$ cat src/sac_pkg.sv
// Package: register map, fields, timing counts and carrier types of the converter control
package sac_pkg;
   localparam logic [7:0] SAC_OFS_CTRL_ONE   = 8'h0e;
   localparam logic [7:0] SAC_OFS_CTRL_TWO   = 8'h0f;
   localparam logic [7:0] SAC_OFS_RES_LOW    = 8'h26;
   localparam logic [7:0] SAC_OFS_RES_HIGH   = 8'h27;

   localparam logic [7:0] SAC_RST_CTRL_ONE   = 8'h10;
   localparam logic [7:0] SAC_RST_CTRL_TWO   = 8'h00;
   localparam logic [7:0] SAC_RST_RES_HIGH   = 8'h00;
   localparam logic [7:0] SAC_UNDEF_READ     = 8'h00;

   localparam int SAC_BIT_START   = 7;
   localparam int SAC_BIT_MODE_HI = 6;
   localparam int SAC_BIT_MODE_LO = 5;
   localparam int SAC_BIT_AIN_DIS = 4;
   localparam int SAC_BIT_CH_HI   = 3;
   localparam int SAC_BIT_CH_LO   = 0;
   localparam int SAC_BIT_LADDER  = 5;
   localparam int SAC_BIT_TIME_HI = 3;
   localparam int SAC_BIT_TIME_LO = 1;
   localparam int SAC_RES_BITS    = 10;

   localparam logic [1:0] SAC_MODE_OFF    = 2'h0;
   localparam logic [1:0] SAC_MODE_SINGLE = 2'h1;
   localparam logic [1:0] SAC_MODE_REPEAT = 2'h3;

   // Conversion times in fc cycles, per divider setting
   localparam logic [11:0] SAC_T39   = 12'd39;
   localparam logic [11:0] SAC_T78   = 12'd78;
   localparam logic [11:0] SAC_T156  = 12'd156;
   localparam logic [11:0] SAC_T312  = 12'd312;
   localparam logic [11:0] SAC_T624  = 12'd624;
   localparam logic [11:0] SAC_T1248 = 12'd1248;
   localparam logic [11:0] SAC_T2096 = 12'd2096;

   typedef enum logic [1:0] {
      SAC_IDLE,
      SAC_CONV
   } sac_phase_e;

   typedef struct packed {
      logic [7:0] addr;
      logic [7:0] wdata;
      logic       wr;
      logic       rd;
   } sac_bus_req_s;

   typedef struct packed {
      logic       sample;
      logic       ladder_on;
      logic       ain_enable;
      logic [3:0] channel;
      logic [9:0] trial;
   } sac_analog_s;
endpackage

$ cat src/sac_ctrl.sv
// Converter control unit: registers, sequencer and result storage
`timescale 1ns/1ps
module sac_ctrl (
   // Clock and reset
   input  wire logic                  clk,
   input  wire logic                  srst,
   // Register port
   input  wire sac_pkg::sac_bus_req_s bus_req,
   output logic [7:0]                 rdata,
   // System state
   input  wire logic                  standby_mode,
   input  wire logic                  clock_divider_select,
   // Analog side
   input  wire logic                  comparator_out,
   output sac_pkg::sac_analog_s       analog,
   // Event
   output logic                       conversion_done_interrupt
);
   import sac_pkg::*;

   typedef struct packed {
      logic [7:0]  ctrl_one;
      logic [7:0]  ctrl_two;
      logic [9:0]  result;
      logic        eoc;
      logic        busy;
      sac_phase_e  phase;
      logic [11:0] cnt;
      logic [11:0] total;
      logic [11:0] step;
      logic [9:0]  trial;
      logic [3:0]  bit_idx;
      logic [7:0]  rdata;
      logic        irq;
      logic        cmp_s1;
      logic        cmp_s2;
      logic        stby_s1;
      logic        stby_s2;
      logic        div_s1;
      logic        div_s2;
   } sac_state_s;

   sac_state_s st_ff;
   sac_state_s nxt_st;

   logic [11:0] time_cycles;
   logic        time_reserved;
   logic [1:0]  mode;
   logic        wr_one;
   logic        wr_two;
   logic        start_req;
   logic        step_due;
   logic [11:0] step_len;

   ////////////////////////////////////////////////////////////////////////////
   // Conversion-time lookup

   sac_time_sel sac_time_sel_inst (
      .time_code            (st_ff.ctrl_two[SAC_BIT_TIME_HI:SAC_BIT_TIME_LO]),
      .clock_divider_select (st_ff.div_s2),
      .cycles               (time_cycles),
      .reserved             (time_reserved)
   );

   assign mode      = st_ff.ctrl_one[SAC_BIT_MODE_HI:SAC_BIT_MODE_LO];
   assign wr_one    = bus_req.wr && bus_req.addr == SAC_OFS_CTRL_ONE && !st_ff.stby_s2;
   assign wr_two    = bus_req.wr && bus_req.addr == SAC_OFS_CTRL_TWO && !st_ff.stby_s2;
   // Start bit held in register until picked up by the sequencer
   assign start_req = st_ff.ctrl_one[SAC_BIT_START]
                      && (mode == SAC_MODE_SINGLE || mode == SAC_MODE_REPEAT)
                      && !time_reserved;
   // One bit decision per tenth of the window
   assign step_len  = 12'(st_ff.total / 12'(SAC_RES_BITS));
   assign step_due  = st_ff.step == step_len;

   ////////////////////////////////////////////////////////////////////////////
   // Next state

   always_comb begin
      nxt_st         = st_ff;
      nxt_st.irq     = 1'b0;
      nxt_st.cmp_s1  = comparator_out;
      nxt_st.cmp_s2  = st_ff.cmp_s1;
      nxt_st.stby_s1 = standby_mode;
      nxt_st.stby_s2 = st_ff.stby_s1;
      nxt_st.div_s1  = clock_divider_select;
      nxt_st.div_s2  = st_ff.div_s1;

      // Register writes
      if (wr_one) begin
         nxt_st.ctrl_one = bus_req.wdata;
      end
      if (wr_two) begin
         nxt_st.ctrl_two = bus_req.wdata;
      end

      // Register reads, data in next cycle
      nxt_st.rdata = 8'h00;
      if (bus_req.rd) begin
         case (bus_req.addr)
            SAC_OFS_CTRL_ONE: nxt_st.rdata = st_ff.ctrl_one;
            // Top two bits are undefined on read
            SAC_OFS_CTRL_TWO: nxt_st.rdata = {SAC_UNDEF_READ[7:6],
                                              st_ff.ctrl_two[5:0]};
            // Result low bits, flags, low nibble meaningless
            SAC_OFS_RES_LOW:  nxt_st.rdata = {st_ff.result[1:0], st_ff.eoc, st_ff.busy,
                                              SAC_UNDEF_READ[3:0]};
            SAC_OFS_RES_HIGH: nxt_st.rdata = st_ff.result[9:2];
            default:          nxt_st.rdata = 8'h00;
         endcase
      end

      // Sequencer
      case (st_ff.phase)
         SAC_IDLE: begin
            if (start_req) begin
               nxt_st.phase    = SAC_CONV;
               nxt_st.ctrl_one[SAC_BIT_START] = 1'b0;
               nxt_st.busy     = 1'b1;
               nxt_st.eoc      = 1'b0;
               nxt_st.total    = time_cycles;
               nxt_st.cnt      = 12'h001;
               nxt_st.step     = 12'h001;
               nxt_st.bit_idx  = 4'h9;
               nxt_st.trial    = 10'h200;
            end
         end
         SAC_CONV: begin
            nxt_st.cnt  = st_ff.cnt + 12'h001;
            nxt_st.step = st_ff.step + 12'h001;
            // Window counter runs on; step counter restarts per decision
            if (step_due) begin
               nxt_st.step = 12'h001;
               // Ten decisions only; index 0xf marks all bits resolved
               if (st_ff.bit_idx <= 4'h9) begin
                  // Keep or drop trial bit, then try the next lower one
                  if (!st_ff.cmp_s2) begin
                     nxt_st.trial[st_ff.bit_idx] = 1'b0;
                  end
                  if (st_ff.bit_idx != 4'h0) begin
                     nxt_st.bit_idx = st_ff.bit_idx - 4'h1;
                     nxt_st.trial[st_ff.bit_idx - 4'h1] = 1'b1;
                  end else begin
                     nxt_st.bit_idx = 4'hf;
                  end
               end
            end
            // Completion once the whole window has elapsed
            if (st_ff.cnt == st_ff.total) begin
               nxt_st.result = st_ff.trial;
               nxt_st.eoc    = 1'b1;
               nxt_st.irq    = 1'b1;
               if (mode == SAC_MODE_REPEAT) begin
                  nxt_st.cnt     = 12'h001;
                  nxt_st.step    = 12'h001;
                  nxt_st.total   = time_cycles;
                  nxt_st.bit_idx = 4'h9;
                  nxt_st.trial   = 10'h200;
               end else begin
                  nxt_st.phase = SAC_IDLE;
                  nxt_st.busy  = 1'b0;
               end
            end
            // Disable mode aborts immediately, nothing stored
            if (mode == SAC_MODE_OFF) begin
               nxt_st.phase  = SAC_IDLE;
               nxt_st.busy   = 1'b0;
               nxt_st.result = st_ff.result;
               nxt_st.eoc    = st_ff.eoc;
               nxt_st.irq    = 1'b0;
            end
         end
         default: begin
            nxt_st.phase = SAC_IDLE;
            nxt_st.busy  = 1'b0;
         end
      endcase

      // Reading the high byte clears the end flag; completion wins
      if (bus_req.rd && bus_req.addr == SAC_OFS_RES_HIGH && !nxt_st.irq) begin
         nxt_st.eoc = 1'b0;
      end

      // Standby: abort, reinitialise, block writes
      if (st_ff.stby_s2) begin
         nxt_st.ctrl_one = SAC_RST_CTRL_ONE;
         nxt_st.ctrl_two = SAC_RST_CTRL_TWO;
         nxt_st.phase    = SAC_IDLE;
         nxt_st.busy     = 1'b0;
         nxt_st.eoc      = 1'b0;
         nxt_st.irq      = 1'b0;
         nxt_st.result   = 10'(SAC_RST_RES_HIGH);
      end
   end

   ////////////////////////////////////////////////////////////////////////////
   // State register

   always_ff @(posedge clk) begin
      if (srst) begin
         st_ff          <= '0;
         st_ff.ctrl_one <= SAC_RST_CTRL_ONE;
         st_ff.ctrl_two <= SAC_RST_CTRL_TWO;
         st_ff.result   <= 10'(SAC_RST_RES_HIGH);
         st_ff.phase    <= SAC_IDLE;
      end else begin
         st_ff <= nxt_st;
      end
   end

   ////////////////////////////////////////////////////////////////////////////
   // Outputs

   assign rdata                     = st_ff.rdata;
   assign conversion_done_interrupt = st_ff.irq;

   always_comb begin
      analog.sample     = st_ff.busy;
      // Ladder on during conversion, or always when requested
      analog.ladder_on  = st_ff.busy || st_ff.ctrl_two[SAC_BIT_LADDER];
      analog.ain_enable = !st_ff.ctrl_one[SAC_BIT_AIN_DIS];
      analog.channel    = st_ff.ctrl_one[SAC_BIT_CH_HI:SAC_BIT_CH_LO];
      analog.trial      = st_ff.trial;
   end
endmodule

$ cat src/sac_time_sel.sv
// Conversion-time decoder: time code and divider select to cycle count
`timescale 1ns/1ps
module sac_time_sel (
   // Selection
   input  wire logic [2:0]  time_code,
   input  wire logic        clock_divider_select,
   // Count
   output logic      [11:0] cycles,
   output logic             reserved
);
   import sac_pkg::*;

   always_comb begin
      reserved = 1'b0;
      cycles   = SAC_T39;
      if (!clock_divider_select) begin
         case (time_code)
            3'h0:    cycles = SAC_T39;
            3'h2:    cycles = SAC_T78;
            3'h3:    cycles = SAC_T156;
            3'h4:    cycles = SAC_T312;
            3'h5:    cycles = SAC_T624;
            3'h6:    cycles = SAC_T1248;
            default: reserved = 1'b1;
         endcase
      end else begin
         case (time_code)
            3'h0:    cycles = SAC_T39;
            3'h2:    cycles = SAC_T156;
            3'h3:    cycles = SAC_T312;
            3'h4:    cycles = SAC_T624;
            3'h5:    cycles = SAC_T1248;
            3'h6:    cycles = SAC_T2096;
            default: reserved = 1'b1;
         endcase
      end
   end
endmodule

$ cat config.mk
export PLATFORM = sky130hd
export DESIGN_NAME = sac_ctrl
export DESIGN_NICKNAME = d
export VERILOG_FILES = /design/src/sac_pkg.sv /design/src/sac_ctrl.sv /design/src/sac_time_sel.sv
export SDC_FILE = /design/constraint.sdc
export NUM_CORES = 1
export LEC_CHECK = 0
export ABC_AREA = 1
export BUFFER_PORTS_ARGS = -buffer_cell sky130_fd_sc_hd__buf_2
export CAP_MARGIN = 10
export CORE_AREA = 2 2 123 125
export DETAILED_ROUTE_END_ITERATION = 6
export DIE_AREA = 0 0 125 127
export GPL_TIMING_DRIVEN = 1
export MAX_ROUTING_LAYER = met4
export PLACE_DENSITY = 0.64
export SYNTH_ARGS = -nofsm -noshare
export SYNTH_HDL_FRONTEND = slang
export SYNTH_SLANG_ARGS = --single-unit
$ cat constraint.sdc
create_clock -name clk -period 5.08 [get_ports clk]
set_clock_uncertainty 0.1 [all_clocks]
set_input_delay 1.016 -clock clk [delete_from_list [all_inputs] [get_ports clk]]
set_output_delay 1.016 -clock clk [all_outputs]
set_load 0.02 [all_outputs]
==> metrics.md <==
| Metric | Value |
|---|---|
| Largest net degree at the start of global routing | `41` |
| Post-synthesis sequential element count | `91` |
| Power per cell area | `234 nW/um^2` |
| First-pass GRT wire length | `22.9 mm` |
| Die height | `127 um` |
| I/O pin total | `49` |
| CP max stage cell | `dfxtp_1` |
| Routed Antenna Nets | `0` |
| Peak Freq | `231 MHz` |
| Share of post-route cells with drive strength above 1 | `0.158` |
| Power share of the clock group | `0.463` |
| Drt first-iter violations | `333` |
| Number of global-route vias before repair | `4756` |
| Synth cell types | `47` |
| Cell mode on critical path | `nand2_2` |
| CP required | `5.23 ns` |
| Setup bufs post-CTS | `0` |
| CTS tree | `done` |
| Most common cell after layout, fill and taps aside | `nand2_1` |
| Hold WS | `0.304 ns` |
| Initial antenna violation count | `0` |
| Crit-path max cell delay | `0.52 ns` |
| RSZ-0062 raised after global routing | `false` |
| Skew-Pair Late Insertion Delay | `0.35 ns` |
| Bufs and invs on worst path | `2` |
| DRC viols | `0` |
| Post-synth EDFFs | `0` |
| Final instance area | `5990 sq um` |
| P_sw | `0.000338 W` |
| Ys flop type | `dfxtp_1` |
| CP max FO | `15` |
| Pins Over Slew Limit | `0` |
| Ys Warns | `0` |
| Fillers | `1487` |
| Mapped cell area | `5460 sq um` |
| GR Util All Layers | `0.180` |
| Vias per cell | `4.98` |
| Die area | `15900 sq um` |
| WL final | `13.7 mm` |
| Cells after Synth | `800` |
| Period utilization | `0.853` |
| Status | `finished, final reports clean` |
| Fin Setup TNS | `0 ns` |
| Synthesis-to-layout area growth | `9.73%` |
| Worst-margin pin slew | `0.871 ns` |
| Syn nets | `830` |
| Syn Area/Cell | `6.83 sq um` |
| Sw Share | `0.241` |
| Area leader, netlist | `dfxtp_1` |
| Ant diodes | `0` |
| Critical Path Source Type | `register` |
| Worst min path class | `reg -> reg` |
| RD Place Congestion | `0.931` |
| Num CTS Buffers | `9` |
| Critical path class | `reg -> reg` |
| Final #Nets | `852` |
| Post_cts resized | `0` |
| Dpl hpwl | `10.2 mm` |
| VDD IR-drop max | `0.142 mV` |
| DR pass1 iterations | `5` |
| P_int | `0.00107 W` |
| P_leak | `2.61 nW` |
| Num rows | `44` |
| Sequential power share | `0.510` |
| IO buf count | `48` |
| Clk buf depth | `2` |
| Max cap viols | `0` |
| Post-synth top area share | `0.333` |
| Hold Buf Count CTS | `0` |
| CP delay by family, top | `simple AND/OR/NAND/NOR gates` |
| Wirelength per Cell | `13.6 um` |
| Register clock-pin slew on the reported worst setup and hold paths | `0.07 ns` |
| Min Tclk post-route | `4.33 ns` |
| Area after DPL | `5710 sq um` |
| CP endpoint kind | `register` |
| Max-Slew Margin vs Limit | `0.420` |
| Final hold violation count | `0` |
| Final setup viols | `0` |
| Sequential share of the synthesized area | `0.333` |
| Root Driver | `clkbuf_16` |
| Chip width | `125 um` |
| Async set-reset flop share out of synthesis | `0` |
| Largest cells by area after synthesis | `dfxtp_1, nand2_1, inv_1` |
| Starting density of the core | `0.379` |
| Total core area | `14400 sq um` |
| CTS H-tree depth | `3` |
| Clock tree sinks | `91` |
| CP arrival | `4.48 ns` |
| Gr ovfl total | `0` |
| Commonest cells after routing, fill and taps aside | `nand2_1, inv_1, dfxtp_1, nand3_1, nor2_1` |
| Final Power | `0.00140 W` |
| Vias post-DR | `5038` |
| Combinational fraction of design power | `0.027` |
## power by group through the flow
stage          Sequential [W]  Clock, W  Combinational (W)
2_1_floorplan        0.000733         0          0.0000200
3_3_place_gp         0.000733         0          0.0000378
3_5_place_dp         0.000733         0          0.0000376
4_1_cts              0.000717  0.000666          0.0000378
5_1_grt              0.000717  0.000694          0.0000426
6_report             0.000717  0.000650          0.0000377
## kinds of logic after synthesis
logic type | synth area share
simple gates | 0.312
buf+inv | 0.135
compound gates | 0.174
flops | 0.333
xor+xnor | 0.0305
fa+ha+maj | 0.0160
## sequential cells by signal, indices dropped and copies added, names as in the netlist
signal	cells
analog	14
rdata	8
conversion_done_interrupt	1
st_ff	63
mode	2
nxt_st	3
## routing by layer
| metal | track usage | routed length (um) | vias to the layer above |
|---|---|---|---|
| met2 | 0.278 | 6090 | 147 |
| li1 | - | - | 2654 |
| met4 | 0.0654 | 300 | 0 |
| met5 | - | 0 | - |
| met3 | 0.0364 | 733 | 22 |
| met1 | 0.234 | 6580 | 2215 |
## synthesized netlist by cell type, types with 3 or more instances
| library cell | number |
|---|---|
| o31ai_1 | 3 |
| o221ai_1 | 3 |
| o22ai_1 | 13 |
| or2_2 | 3 |
| xor2_1 | 10 |
| nand2_4 | 8 |
| a31oi_1 | 9 |
| nor4_1 | 3 |
| inv_2 | 12 |
| nand2_1 | 152 |
| nand3_2 | 13 |
| o21ai_0 | 45 |
| nand4_1 | 9 |
| o211ai_1 | 6 |
| clkbuf_1 | 14 |
| buf_2 | 3 |
| buf_4 | 23 |
| a221oi_1 | 5 |
| nor3_1 | 13 |
| inv_1 | 113 |
| ha_1 | 7 |
| nand2_2 | 18 |
| dfxtp_1 | 91 |
| xnor2_1 | 9 |
| a21oi_1 | 53 |
| nand3_1 | 65 |
| a211oi_1 | 7 |
| nor2_1 | 65 |
## path summary, 6_finish.rpt
kind,start,end,slack (ns),cells past startpoint
max reg2reg,st_ff[52],st_ff[18],0.75,29
min,nxt_st[4],st_ff[4],0.30,2
min reg2reg,nxt_st[4],st_ff[4],0.30,2
max,st_ff[52],st_ff[18],0.75,29
## area by class of cell
class	count	area, sq um	area share
clock inverter	7	58.8	0.00981
timing repair buffer	53	278	0.0463
sequential	91	1820	0.304
multi-input combinational	541	2910	0.485
inverter	126	473	0.0789
tap	184	230	0.0384
clock buffer	9	225	0.0376
## stage by stage
stage / instances / worst slack, ns / util
floorplan: 800 / 1.54 / -
global placement: 995 / 0.830 / 0.396
detailed placement: 995 / 0.772 / 0.396
CTS: 1011 / 0.757 / 0.416
global route: 1011 / 0.191 / 0.416
finish: 1011 / 0.748 / 0.416
## worst register-to-register path: cells and delay by family, from the launching register on
| kind | cells | cell delay [ns] |
|---|---|---|
| AND/OR/NAND/NOR | 24 | 2.60 |
| AO/OA/AOI/OAI | 3 | 0.89 |
| flip-flops | 1 | 0.52 |
| buffers and inverters | 2 | 0.12 |
Note: power is estimated with default switching activity, not from simulation.
